--- src/rtl/quad_abz_map.vh ---
`ifndef QUAD_ABZ_MAP_VH
`define QUAD_ABZ_MAP_VH
// ----------------------------------------
// register offsets
// ----------------------------------------
`define OFS_CYC_LO 4'h0
`define OFS_CYC_MID 4'h1
`define OFS_CYC_HI 4'h2
`define OFS_IDX_CTL 4'h3
`define OFS_DIST_LAG 4'h4
`define OFS_OFFS_LO 4'h5
`define OFS_OFFS_MID 4'h6
`define OFS_OFFS_HI 4'h7
`define OFS_ENABLES 4'h8
`define OFS_HYST 4'h9
`define OFS_STATUS 4'ha
`define OFS_MASK 4'hb
// ----------------------------------------
// field positions
// ----------------------------------------
`define BIT_DIR 0
`define BIT_ZPOL 1
`define BIT_STUP 2
`define BIT_ZMSK 3
`define BIT_FLEXIBLE_COUNT_DISABLE 0
`define BIT_EN 2
`define ST_LAG 0
`define ST_INDEX 1
`define RST_BYTE 8'h00
// ----------------------------------------
// minimum edge distance, in ps
// ----------------------------------------
`define MTD_PS_0 12500
`define MTD_PS_1 25000
`define MTD_PS_2 37500
`define MTD_PS_3 50000
`define MTD_PS_4 75000
`define MTD_PS_5 100000
`define MTD_PS_6 125000
`define MTD_PS_7 250000
`define MTD_PS_8 500000
`define MTD_PS_9 750000
`define MTD_PS_A 1000000
`define MTD_PS_B 1250000
`define MTD_PS_C 2500000
`define MTD_PS_D 5000000
`define MTD_PS_E 7500000
`define MTD_PS_F 10000000
`define CLK_PERIOD_PS 20000
`define PERIODS_MAX_CODE 4'h8
`define CLASSIC_EDGES 25'h0010000
`define FULL_EDGES 25'h1000000
`endif

--- src/rtl/quad_abz_gen.v ---
// The plain strobed port was chosen for this implementation.
`timescale 1ns/1ps
`default_nettype none
`include "quad_abz_map.vh"

module quad_abz_gen (
   input wire clk_sys, // 50 MHz clock
   input wire reset, // sync, active high
   input wire [3:0] addr, // register index
   input wire [7:0] wr_data, // write data
   input wire wr_en, // write strobe
   input wire rd_en, // read strobe
   output reg [7:0] rd_data, // read data, next cycle
   input wire [15:0] interpolated_angle, // angle in period
   input wire [7:0] period_count, // period counter low bits
   input wire index_input_pos, // zero comparator plus
   input wire index_input_neg, // zero comparator minus
   input wire startup_active, // system in startup
   output reg quad_a, // A pin
   output reg quad_b, // B pin
   output reg index_z, // Z pin
   output reg quad_oe, // pin drive enable
   output reg quad_lag_error, // lag flag level
   output reg irq // interrupt level
);

// ----------------------------------------
// registers
// ----------------------------------------
reg [7:0] cyc_lo_reg;
reg [7:0] cyc_mid_reg;
reg [7:0] cyc_hi_reg;
reg [7:0] idx_ctl_reg;
reg [7:0] dist_lag_reg;
reg [7:0] offs_lo_reg;
reg [7:0] offs_mid_reg;
reg [7:0] offs_hi_reg;
reg [7:0] enables_reg;
reg [7:0] hyst_reg;
reg [1:0] status_reg;
reg [1:0] mask_reg;

wire quad_output_enable = enables_reg[`BIT_EN];
wire flexible_count_disable = enables_reg[`BIT_FLEXIBLE_COUNT_DISABLE];
wire [21:0] quad_cycles_per_rev = {cyc_hi_reg[5:0], cyc_mid_reg, cyc_lo_reg};
wire quad_direction_reverse = idx_ctl_reg[`BIT_DIR];
wire index_polarity = idx_ctl_reg[`BIT_ZPOL];
wire quad_startup_mode = idx_ctl_reg[`BIT_STUP];
wire index_gate_select = idx_ctl_reg[`BIT_ZMSK];
wire [1:0] index_phase_state = idx_ctl_reg[5:4];
wire [1:0] index_pulse_length = idx_ctl_reg[7:6];
wire [3:0] min_edge_distance = dist_lag_reg[3:0];
wire [1:0] lag_threshold = dist_lag_reg[5:4];
wire [23:0] quad_position_offset = {offs_hi_reg, offs_mid_reg, offs_lo_reg};
wire [3:0] angle_hysteresis = hyst_reg[3:0];
wire [3:0] periods_per_rev_code = hyst_reg[7:4];

// ----------------------------------------
// edge distance in clock cycles
// ----------------------------------------
function [9:0] mtd_cycles;
   input [3:0] code;
   reg [31:0] ps;
   begin
      case (code)
         4'h0: ps = `MTD_PS_0;
         4'h1: ps = `MTD_PS_1;
         4'h2: ps = `MTD_PS_2;
         4'h3: ps = `MTD_PS_3;
         4'h4: ps = `MTD_PS_4;
         4'h5: ps = `MTD_PS_5;
         4'h6: ps = `MTD_PS_6;
         4'h7: ps = `MTD_PS_7;
         4'h8: ps = `MTD_PS_8;
         4'h9: ps = `MTD_PS_9;
         4'ha: ps = `MTD_PS_A;
         4'hb: ps = `MTD_PS_B;
         4'hc: ps = `MTD_PS_C;
         4'hd: ps = `MTD_PS_D;
         4'he: ps = `MTD_PS_E;
         default: ps = `MTD_PS_F;
      endcase
      ps = (ps + `CLK_PERIOD_PS - 1) / `CLK_PERIOD_PS; // least time, round up
      mtd_cycles = ps[9:0];
   end
endfunction

// ----------------------------------------
// mechanical position
// ----------------------------------------
// revolution span select
wire [3:0] pr_code = (periods_per_rev_code > `PERIODS_MAX_CODE) ?
   `PERIODS_MAX_CODE : periods_per_rev_code;
wire [3:0] pr_shift = `PERIODS_MAX_CODE - pr_code;
wire [23:0] mech_raw = {period_count, interpolated_angle};
wire [23:0] mech_pos = mech_raw << pr_shift;
wire [23:0] pos_offs = mech_pos + quad_position_offset;

// ----------------------------------------
// hysteresis
// ----------------------------------------
reg [23:0] hpos_reg;
reg hdir_down_reg;
wire [23:0] hyst_width = (angle_hysteresis == 4'h0) ? 24'h000000 :
   (angle_hysteresis > 4'h9) ? 24'h040000 :
   (24'h000200 << angle_hysteresis);
wire [23:0] hdelta = pos_offs - hpos_reg;
wire [23:0] hback = hpos_reg - pos_offs;
wire h_up = (hdelta != 24'h000000) && !hdelta[23];
wire h_down = (hback != 24'h000000) && !hback[23];

always @(posedge clk_sys)
begin
   if (reset)
   begin
      hpos_reg <= 24'h000000;
      hdir_down_reg <= 1'b0;
   end
   else if (hyst_width == 24'h000000)
   begin
      hpos_reg <= pos_offs;
   end
   else if (!hdir_down_reg)
   begin
      if (h_up)
         hpos_reg <= pos_offs;
      else if (h_down && (hback >= hyst_width))
      begin
         hpos_reg <= pos_offs;
         hdir_down_reg <= 1'b1;
      end
   end
   else
   begin
      if (h_down)
         hpos_reg <= pos_offs;
      else if (h_up && (hdelta >= hyst_width))
      begin
         hpos_reg <= pos_offs;
         hdir_down_reg <= 1'b0;
      end
   end
end

// ----------------------------------------
// target edge count
// ----------------------------------------
// zero selects 2^22 cycles
wire [24:0] flex_edges = (quad_cycles_per_rev == 22'h000000) ?
   `FULL_EDGES : {1'b0, quad_cycles_per_rev, 2'b00};
wire [24:0] edges = flexible_count_disable ? `CLASSIC_EDGES : flex_edges;
wire [48:0] scaled = hpos_reg * flex_edges;
wire [24:0] target = flexible_count_disable ?
   {9'h000, hpos_reg[23:8]} : scaled[48:24];
reg [24:0] target_reg;
reg [24:0] edges_reg;

always @(posedge clk_sys)
begin
   if (reset)
   begin
      target_reg <= 25'h0000000;
      edges_reg <= `FULL_EDGES;
   end
   else
   begin
      target_reg <= target;
      edges_reg <= edges;
   end
end

// ----------------------------------------
// tracking and edge pacing
// ----------------------------------------
reg [24:0] out_reg;
reg [9:0] gap_reg;
reg [26:0] d_wrap;
reg [26:0] lag_mag;
reg [24:0] out_next;
wire [26:0] d_raw = {2'b00, target_reg} - {2'b00, out_reg};
wire [26:0] e_half = {3'b000, edges_reg[24:1]};
wire [26:0] e_full = {2'b00, edges_reg};
wire run = quad_output_enable && (quad_startup_mode || !startup_active);

always @*
begin
   d_wrap = d_raw;
   if (!d_raw[26] && (d_raw > e_half))
      d_wrap = d_raw - e_full;
   else if (d_raw[26] && ((27'h0 - d_raw) > e_half))
      d_wrap = d_raw + e_full;
   lag_mag = d_wrap[26] ? (27'h0 - d_wrap) : d_wrap;
   if (d_wrap[26])
      out_next = (out_reg == 25'h0) ? edges_reg - 25'h1 : out_reg - 25'h1;
   else
      out_next = (out_reg + 25'h1 >= edges_reg) ? 25'h0 : out_reg + 25'h1;
end

wire step_req = (d_wrap != 27'h0);
wire gap_done = (gap_reg == 10'h000);
wire step = run && step_req && gap_done;

always @(posedge clk_sys)
begin
   if (reset)
   begin
      out_reg <= 25'h0000000;
      gap_reg <= 10'h000;
   end
   else if (!run)
   begin
      out_reg <= target_reg;
      gap_reg <= 10'h000;
   end
   else if (step)
   begin
      out_reg <= out_next;
      gap_reg <= mtd_cycles(min_edge_distance) - 10'h001;
   end
   else if (!gap_done)
   begin
      gap_reg <= gap_reg - 10'h001;
   end
end

// ----------------------------------------
// lag monitor
// ----------------------------------------
wire [26:0] lag_thr = e_full >> (3'h5 - {1'b0, lag_threshold});
wire lag_event = run && (lag_threshold != 2'b00) && (lag_mag >= lag_thr);
wire index_event = step && (out_next == 25'h0);

// ----------------------------------------
// pin outputs
// ----------------------------------------
reg [1:0] ph_idx;
reg [1:0] seq_idx;
reg [1:0] ab_val;

always @*
begin
   case (index_phase_state)
      2'b00: ph_idx = 2'd0;
      2'b10: ph_idx = 2'd1;
      2'b11: ph_idx = 2'd2;
      default: ph_idx = 2'd3;
   endcase
   if (quad_direction_reverse)
      seq_idx = ph_idx - out_reg[1:0];
   else
      seq_idx = ph_idx + out_reg[1:0];
   case (seq_idx)
      2'd0: ab_val = 2'b00;
      2'd1: ab_val = 2'b10;
      2'd2: ab_val = 2'b11;
      default: ab_val = 2'b01;
   endcase
end

// index spans 1 to 4 increments
wire z_window = (out_reg <= {23'h0, index_pulse_length});
wire z_gate = !index_gate_select || (index_input_pos && !index_input_neg);
wire z_act = z_window && z_gate;

always @(posedge clk_sys)
begin
   if (reset)
   begin
      quad_a <= 1'b0;
      quad_b <= 1'b0;
      index_z <= 1'b0;
      quad_oe <= 1'b0;
   end
   else if (!quad_output_enable)
   begin
      quad_a <= 1'b0;
      quad_b <= 1'b0;
      index_z <= index_polarity;
      quad_oe <= 1'b0;
   end
   else
   begin
      quad_oe <= 1'b1;
      if (run)
      begin
         quad_a <= ab_val[1];
         quad_b <= ab_val[0];
         index_z <= z_act ^ index_polarity;
      end
      else
      begin
         quad_a <= 1'b0;
         quad_b <= 1'b0;
         index_z <= index_polarity;
      end
   end
end

// ----------------------------------------
// register bus
// ----------------------------------------
wire wr_status = wr_en && (addr == `OFS_STATUS);
wire [1:0] ev_set = {index_event, lag_event};

always @(posedge clk_sys)
begin
   if (reset)
   begin
      cyc_lo_reg <= `RST_BYTE;
      cyc_mid_reg <= `RST_BYTE;
      cyc_hi_reg <= `RST_BYTE;
      idx_ctl_reg <= `RST_BYTE;
      dist_lag_reg <= `RST_BYTE;
      offs_lo_reg <= `RST_BYTE;
      offs_mid_reg <= `RST_BYTE;
      offs_hi_reg <= `RST_BYTE;
      enables_reg <= `RST_BYTE;
      hyst_reg <= `RST_BYTE;
      mask_reg <= 2'b00;
   end
   else if (wr_en)
   begin
      case (addr)
         `OFS_CYC_LO: cyc_lo_reg <= wr_data;
         `OFS_CYC_MID: cyc_mid_reg <= wr_data;
         `OFS_CYC_HI: cyc_hi_reg <= {2'b00, wr_data[5:0]};
         `OFS_IDX_CTL: idx_ctl_reg <= wr_data;
         `OFS_DIST_LAG: dist_lag_reg <= {2'b00, wr_data[5:0]};
         `OFS_OFFS_LO: offs_lo_reg <= wr_data;
         `OFS_OFFS_MID: offs_mid_reg <= wr_data;
         `OFS_OFFS_HI: offs_hi_reg <= wr_data;
         `OFS_ENABLES: enables_reg <= {5'h00, wr_data[2], 1'b0, wr_data[0]};
         `OFS_HYST: hyst_reg <= wr_data;
         `OFS_MASK: mask_reg <= wr_data[1:0];
         default: ;
      endcase
   end
end

// sticky events, set beats write-one clear
always @(posedge clk_sys)
begin
   if (reset)
   begin
      status_reg <= 2'b00;
      quad_lag_error <= 1'b0;
      irq <= 1'b0;
   end
   else
   begin
      status_reg <= ev_set | (status_reg & ~(wr_status ? wr_data[1:0] : 2'b00));
      quad_lag_error <= lag_event | (status_reg[`ST_LAG] &
         ~(wr_status & wr_data[`ST_LAG]));
      irq <= |((ev_set | (status_reg & ~(wr_status ? wr_data[1:0] : 2'b00)))
         & mask_reg);
   end
end

always @(posedge clk_sys)
begin
   if (reset)
      rd_data <= 8'h00;
   else if (rd_en)
   begin
      case (addr)
         `OFS_CYC_LO: rd_data <= cyc_lo_reg;
         `OFS_CYC_MID: rd_data <= cyc_mid_reg;
         `OFS_CYC_HI: rd_data <= cyc_hi_reg;
         `OFS_IDX_CTL: rd_data <= idx_ctl_reg;
         `OFS_DIST_LAG: rd_data <= dist_lag_reg;
         `OFS_OFFS_LO: rd_data <= offs_lo_reg;
         `OFS_OFFS_MID: rd_data <= offs_mid_reg;
         `OFS_OFFS_HI: rd_data <= offs_hi_reg;
         `OFS_ENABLES: rd_data <= enables_reg;
         `OFS_HYST: rd_data <= hyst_reg;
         `OFS_STATUS: rd_data <= {6'h00, status_reg};
         `OFS_MASK: rd_data <= {6'h00, mask_reg};
         default: rd_data <= 8'h00;
      endcase
   end
   else
      rd_data <= 8'h00;
end

endmodule // quad_abz_gen

`default_nettype wire

--- config.mk ---
export PLATFORM = sky130hd
export DESIGN_NAME = quad_abz_gen
export DESIGN_NICKNAME = d
export VERILOG_FILES = /design/src/rtl/quad_abz_gen.v
export VERILOG_INCLUDE_DIRS = /design/src /design/src/rtl
export SDC_FILE = /design/constraint.sdc
export NUM_CORES = 2
export LEC_CHECK = 0
export BUFFER_PORTS_ARGS = -buffer_cell sky130_fd_sc_hd__buf_2
export CORE_AREA = 2 2 291 350
export CTS_CLUSTER_SIZE = 30
export DETAILED_ROUTE_END_ITERATION = 8
export DIE_AREA = 0 0 293 352
export PLACE_DENSITY = 0.62
export SYNTH_ARGS = -nofsm -noshare
export SYNTH_HDL_FRONTEND = slang
export SYNTH_SLANG_ARGS = --single-unit
--- constraint.sdc ---
create_clock -name clk_sys -period 28.2 [get_ports clk_sys]
set_input_delay 7.05 -clock clk_sys [delete_from_list [all_inputs] [get_ports clk_sys]]
set_output_delay 7.05 -clock clk_sys [all_outputs]
set_load 0.01 [all_outputs]
Word-level counts from Yosys, hierarchy flattened
Memory sizes are Yosys's and may differ from the RTL's. A register that Yosys moved wholly into a read port is not among the register bits.
Cells that the tools add are included.
{"block": "word_totals", "mem_count": 1, "elab_cells": 185, "in_bits": 43, "romBits": 352, "register_bits": 198}
{"name": "(name not given)", "words": 16, "width": 22, "read_ports": 1, "rd_clocked_by_memory_dff": 1, "wr": 0, "line_no": "quad_abz_gen.v:65", "rtl": "case (code)"}
{"block": "op_classes", "shift": 3, "reduce_logical": 54, "bitwise_logic": 12, "div_mod_pow": 1, "n_mul": 1, "n_eq_ne": 18, "n_mux": 40, "n_addsub": 19, "order_cmp": 9}
{"operator": "24-bit 2-to-1 mux", "count": 8}
{"operator": "25-bit 2-to-1 mux", "count": 7}
{"operator": "32-bit 2-to-1 mux", "count": 3}
{"operator": "8-bit one-hot mux with 12 select lines", "count": 1}
{"operator": "27-bit 2-to-1 mux", "count": 3}
{"operator": "27-bit by 24-bit greater-than comparator with 1-bit output", "count": 2}
{"operator": "25-bit zero test", "count": 2}
{"operator": "25-bit by 1-bit subtractor with 25-bit output, second input constant", "count": 2}
{"operator": "24-bit by 25-bit multiplier with 49-bit output", "count": 1}
{"operator": "24-bit greater-or-equal comparator", "count": 2}
{"operator": "24-bit nonzero test", "count": 2}
{"operator": "24-bit subtractor", "count": 2}
{"operator": "32-bit by 15-bit adder with 32-bit output, second input constant", "count": 1}
{"operator": "32-bit by 15-bit divider with 32-bit output, second input constant", "count": 1}
{"operator": "32-bit by 1-bit subtractor with 32-bit output, second input constant", "count": 1}
{"operator": "26-bit by 26-bit adder with 27-bit output", "count": 1}
{"operator": "27-bit greater-or-equal comparator", "count": 1}
{"operator": "27-bit nonzero test", "count": 1}
{"operator": "25-bit by 3-bit right shift with 27-bit output", "count": 1}
{"operator": "1-bit by 26-bit subtractor with 27-bit output, first input constant", "count": 1}
{"operator": "1-bit by 27-bit subtractor with 27-bit output, first input constant", "count": 1}
{"operator": "26-bit by 26-bit subtractor with 27-bit output", "count": 1}
{"operator": "25-bit by 25-bit subtractor with 26-bit output", "count": 1}
{"operator": "25-bit by 1-bit adder with 25-bit output, second input constant", "count": 1}
{"operator": "other kinds (45)", "count": 110}

Depth between registers and ports, before layout
{"block": "logic_depth", "depth_word": 17, "ltp_mapped": 71, "depth_no_buf": 68}

Least setup slack after synthesis
OpenSTA, ideal clock, no wires.
{"block": "synth_path", "kind": "in2reg", "start": "input port interpolated_angle[0]", "end": "register hpos_reg[0]", "path_stages": 42, "setup_time_ns": 0.128, "arrival_time_ns": 14.351, "n_path_buf": 3, "setup_slack_ns": 13.721, "t_required_ns": 28.072, "cell_sequence": "mux2i_1 or2_2 nor2_1 ha_1 a21o_1 a21oi_1 xnor2_1 ha_1 clkbuf_1 a21o_1 nand2_1 nand2b_1 a21o_1 a21o_1 a21o_1 a21oi_1 inv_1 a21oi_1 (+6 left out) o21a_1 o21a_1 o21a_1 o21ai_0 nand2b_1 a21o_1 a21o_1 xor2_1 or3b_2 or4_1 or4_1 o21ba_2 nor3_1 o21ai_0 clkbuf_1 clkbuf_1 a21oi_1 nor2_1"}
{"block": "synth_via", "elab_chain_cells": 8, "word_cells_on_any_way": 23, "classes_between": "3 x add/sub; 2 x order compare; 1 x eq/ne; 1 x shift; 6 x mux; 10 x reduce/logical"}
{"item": "start: declaration", "line_no": "quad_abz_gen.v:14", "rtl": "input wire [15:0] interpolated_angle,"}
{"item": "24-bit by 4-bit << shifter with 24-bit output (*)", "line_no": "quad_abz_gen.v:96", "rtl": "wire [23:0] mech_pos = mech_raw << pr_shift;"}
{"item": "24-bit adder (*)", "line_no": "quad_abz_gen.v:97", "rtl": "wire [23:0] pos_offs = mech_pos + quad_position_offset;"}
{"item": "named net pos_offs[3]", "line_no": "quad_abz_gen.v:97"}
{"item": "branches (longest 6 deep; another with 24-bit subtractor)"}
{"item": "end signal: assignment", "line_no": "quad_abz_gen.v:121", "rtl": "hpos_reg <= pos_offs;"}
{"item": "end signal: assignment", "line_no": "quad_abz_gen.v:136", "rtl": "hpos_reg <= pos_offs;"}
{"item": "end signal: assignment", "line_no": "quad_abz_gen.v:139", "rtl": "hpos_reg <= pos_offs;"}
{"item": "end: declaration", "line_no": "quad_abz_gen.v:102", "rtl": "reg [23:0] hpos_reg;"}
Mark *: on every way through the listed nets, which the timed path passes. The select of a mux whose other input is x is not followed.
A chain may end at the register's enable or synchronous reset.

Worst setup path in the final report
{"block": "layout_path", "start": "input port interpolated_angle[1]", "end": "register hpos_reg[18]"}
Same word-level chain as after synthesis.

==> impl_metrics.sql <==
INSERT INTO impl_metrics (metric_group, metric, value, unit) VALUES
('run_status', 'run_status', 'finished clean', ''),
('logic_synthesis', 'flip_flop_and_latch_count_after_synthesis', '217', ''),
('logic_synthesis', 'netlist_area_before_placement', '0.0445', 'mm^2'),
('grt', 'globalRouteTotalUtil', '25.6', '%'),
('cells_and_area', 'final-seq-area', '0.00434', 'mm^2'),
('grt', 'via_count_of_the_first_global_routing_pass', '39000', ''),
('detailed_routing', 'vias', '39000', ''),
('detailed_routing', 'via_per_inst', '5.78', ''),
('floorplanning', 'design.die.area', '0.103', 'mm^2'),
('timing', 'timing.final.crit_period', '14.65', 'ns'),
('detailed_routing', 'drt_pass1_iterations', '6', ''),
('clock_tree', 'cts_tree', 'yes', ''),
('clock_tree', 'ctsHoldBuffers', '0', ''),
('critical_path', 'critical_path.n_buffers_inverters', '4', ''),
('critical_path', 'worstSetupPathType', 'in2reg', ''),
('critical_path', 'crit_family', 'compound AO/OA/AOI/OAI gates', ''),
('critical_path', 'max_stage_delay_on_crit_path', '0.44', 'ns'),
('cells_and_area', 'post_route_cells_drive_above_1_share', '5.89', '%'),
('clock_tree', 'h_tree_depth', '1', ''),
('detailed_routing', 'wl_per_cell', '19.7', 'um'),
('timing', 'finClkSkew', '0.0391', 'ns'),
('timing', 'clock.fmax', '68.3', 'MHz'),
('cells_and_area', 'fin_nets', '6401', ''),
('floorplanning', 'die_width', '293', 'um'),
('floorplanning', 'initial_core_util', '44.7', '%'),
('cells_and_area', 'multi_input_area', '0.0365', 'mm^2'),
('clock_tree', 'cts.sink_count', '217', ''),
('critical_path', 'crit_path_start_kind', 'input pin', ''),
('critical_path', 'cp_slowest_cell', 'sky130_fd_sc_hd__or3b_2', ''),
('clock_tree', 'post_cts_clock_slew_at_the_launch_and_capture_registers_of_the_worst_setup_and_hold_paths', '0.07', 'ns'),
('placement', 'port-buffer-count', '56', ''),
('grt', 'grt_antenna_before_repair', '8', ''),
('timing', 'maxSlewHeadroom', '21.4', '%'),
('placement', 'gp_congestion', '0.926', ''),
('grt', 'gr-total-overflow', '0', ''),
('flow_run', 'drv.max_cap_violation_count', '0', ''),
('clock_tree', 'worstSkewPairLatency', '0.56', 'ns'),
('floorplanning', 'core.rowCount', '127', ''),
('timing', 'fin_setup_tns', '0', 'ns'),
('timing', 'final_hold_viol_count', '0', ''),
('detailed_routing', 'drt_wl_total', '133000', 'um'),
('logic_synthesis', 'async_reset_ff_share', '0', '%'),
('timing', 'post-route-period-util', '51.9', '%'),
('critical_path', 'endpoint_kind', 'register', ''),
('grt', 'first_pass_grt_wire_length', '214000', 'um'),
('logic_synthesis', 'synth_largest_type_area_fraction', '20.9', '%'),
('placement', 'place.detailed.hpwl', '103000', 'um'),
('timing', 'setup_repair_after_global_routing_missed_its_margin', 'false', ''),
('logic_synthesis', 'synth.top_cells.by_area', 'sky130_fd_sc_hd__fa_1 (21%), sky130_fd_sc_hd__ha_1 (13%), sky130_fd_sc_hd__dfxtp_1 (9.8%), sky130_fd_sc_hd__inv_1 (5.8%), sky130_fd_sc_hd__nand2_1 (4.8%)', ''),
('logic_synthesis', 'synth_warnings', '0', ''),
('logic_synthesis', 'synth.avg_cell_area', '8.00', 'um^2'),
('detailed_routing', 'drtIter0Drc', '2544', ''),
('hold_path', 'min-delay-path-class', 'reg2reg', ''),
('timing', 'transition_time_at_the_pin_with_the_least_slew_margin', '1.18', 'ns'),
('clock_tree', 'number_of_clock_buffers_inserted_by_tritoncts', '21', ''),
('critical_path', 'worst-path-max-fanout', '47', ''),
('clock_tree', 'post_cts_buffers', '0', ''),
('critical_path', 'worstPathArrival', '15.06', 'ns'),
('cells_and_area', 'mostFrequentLayoutCell', 'sky130_fd_sc_hd__inv_1', ''),
('floorplanning', 'die-height', '352', 'um'),
('pwr', 'static-leakage-power', '21.3', 'nW'),
('critical_path', 'worst_ep_required_time', '28.61', 'ns'),
('timing', 'setup_viol', '0', ''),
('logic_synthesis', 'synth_edf_count', '0', ''),
('clock_tree', 'cts-root-to-sink-buffers', '3', ''),
('pwr', 'vdd_drop_max', '0.0767', 'mV'),
('detailed_routing', 'number_of_nets_with_antenna_violations_after_routing', '0', ''),
('floorplanning', 'floorplan.io_pins', '57', ''),
('logic_synthesis', 'count_of_distinct_cell_types_in_the_synthesized_netlist', '132', ''),
('critical_path', 'path_common_cell', 'sky130_fd_sc_hd__a21o_1', ''),
('timing', 'timing_max_transition_violations_final', '0', '');
-- per-layer routing --
| layer | track usage, % | part of all wire (%) |
|---|---|---|
| met1 | 32.5 | 41 |
| met2 | 45.0 | 49 |
| met3 | 2.80 | 5.8 |
| met4 | 8.80 | 3.7 |
| met5 | 0 | 0.044 |
-- cells in the mapped netlist, types with 13 or more instances --
cell type	count
sky130_fd_sc_hd__inv_1	683
sky130_fd_sc_hd__nand2_1	574
sky130_fd_sc_hd__fa_1	464
sky130_fd_sc_hd__ha_1	457
sky130_fd_sc_hd__nor2_1	456
sky130_fd_sc_hd__a21oi_1	330
sky130_fd_sc_hd__clkbuf_1	249
sky130_fd_sc_hd__and2_1	232
sky130_fd_sc_hd__dfxtp_1	217
sky130_fd_sc_hd__xnor2_1	189
sky130_fd_sc_hd__o21ai_0	163
sky130_fd_sc_hd__mux2i_1	154
sky130_fd_sc_hd__nand3_1	113
sky130_fd_sc_hd__a21o_1	94
sky130_fd_sc_hd__nor3_1	94
sky130_fd_sc_hd__xor2_1	92
sky130_fd_sc_hd__nor2b_1	60
sky130_fd_sc_hd__o21bai_1	57
sky130_fd_sc_hd__a31oi_1	56
sky130_fd_sc_hd__nand2b_1	51
sky130_fd_sc_hd__nand4_1	50
sky130_fd_sc_hd__nor4_1	46
sky130_fd_sc_hd__a211oi_1	42
sky130_fd_sc_hd__and3_1	33
sky130_fd_sc_hd__o21a_1	30
sky130_fd_sc_hd__a221oi_1	27
sky130_fd_sc_hd__or2_2	26
sky130_fd_sc_hd__o221ai_1	24
sky130_fd_sc_hd__a221o_1	23
sky130_fd_sc_hd__a22o_1	23
sky130_fd_sc_hd__buf_2	21
sky130_fd_sc_hd__or3_1	20
sky130_fd_sc_hd__buf_1	18
sky130_fd_sc_hd__a22oi_1	17
sky130_fd_sc_hd__mux4_2	17
sky130_fd_sc_hd__o22ai_1	17
sky130_fd_sc_hd__o31ai_1	16
sky130_fd_sc_hd__a21boi_0	15
sky130_fd_sc_hd__o211ai_1	14
sky130_fd_sc_hd__or4_1	14
sky130_fd_sc_hd__mux2_2	13
sky130_fd_sc_hd__o21ai_1	13
-- worst reg2reg max path: cells and delay by family (launching register included) --
family          cells  cell delay [ns]
buf+inv             2             0.16
compound gates     25             8.89
fa+ha+maj           2             0.52
simple gates       12             3.59
mux                 2             0.67
flops               1             0.47
xor+xnor            1             0.14
-- cell families (layout without fill, tap and decap cells) --
| group | Yosys count | in the layout | synth area share [%] |
|---|---|---|---|
| simple gates | 1855 | 1855 | 20.4 |
| compound gates | 1117 | 1117 | 17.3 |
| buf+inv | 981 | 855 | 8.41 |
| fa+ha+maj | 921 | 921 | 33.7 |
| xor+xnor | 286 | 286 | 5.71 |
| flops | 217 | 217 | 9.76 |
| mux | 186 | 186 | 4.73 |
| other cells | 1 | 17 | 0.00842 |
-- per-stage QoR --
stage | hold slack [ns] | area (um^2) | worst slack, ns | utilization [%] | instances
after floorplan | 0.452 | 44600 | 13.72 | - | 5577
after global placement | 0.481 | 45900 | 13.11 | 46.1 | 6704
after detailed placement | 0.493 | 45900 | 13.02 | 46.1 | 6704
after CTS | 0.499 | 46600 | 13.57 | 46.8 | 6741
after global routing | 0.517 | 46600 | 12.47 | 46.8 | 6742
final | 0.504 | 46600 | 13.55 | 46.8 | 6744
-- path summary, 6_finish.rpt --
check                                 from                        end  slack [ns]  cells after the start
setup / recovery     interpolated_angle[1]  hpos_reg[18]$_SDFFE_PP0P_       13.55                     41
hold reg to reg   mask_reg[1]$_SDFFE_PP0P_   mask_reg[1]$_SDFFE_PP0P_        0.50                      2
hold / removal    mask_reg[1]$_SDFFE_PP0P_   mask_reg[1]$_SDFFE_PP0P_        0.50                      2
setup reg to reg                  register    gap_reg[8]$_SDFFE_PP0P_       13.67                     44
-- where the power goes --
group	leakage (nW)	internal, mW	switching [mW]	total, mW
Sequential	1.76	0.317	0.0129	0.330
Clock	0.338	0.155	0.141	0.295
Combinational	19.2	0.576	0.859	1.43
-- cell type report --
cell class              count  area share, %
multi-input cells        4379           78.4
flip-flops and latches    217           9.32
inverters                 687           5.53
well taps                1290           3.46
repair buffers            131           1.81
clock buffers              24           1.19
clock inverters            13          0.266
diodes                      3         0.0161
No activity file was read; power rests on OpenSTA's default activity.
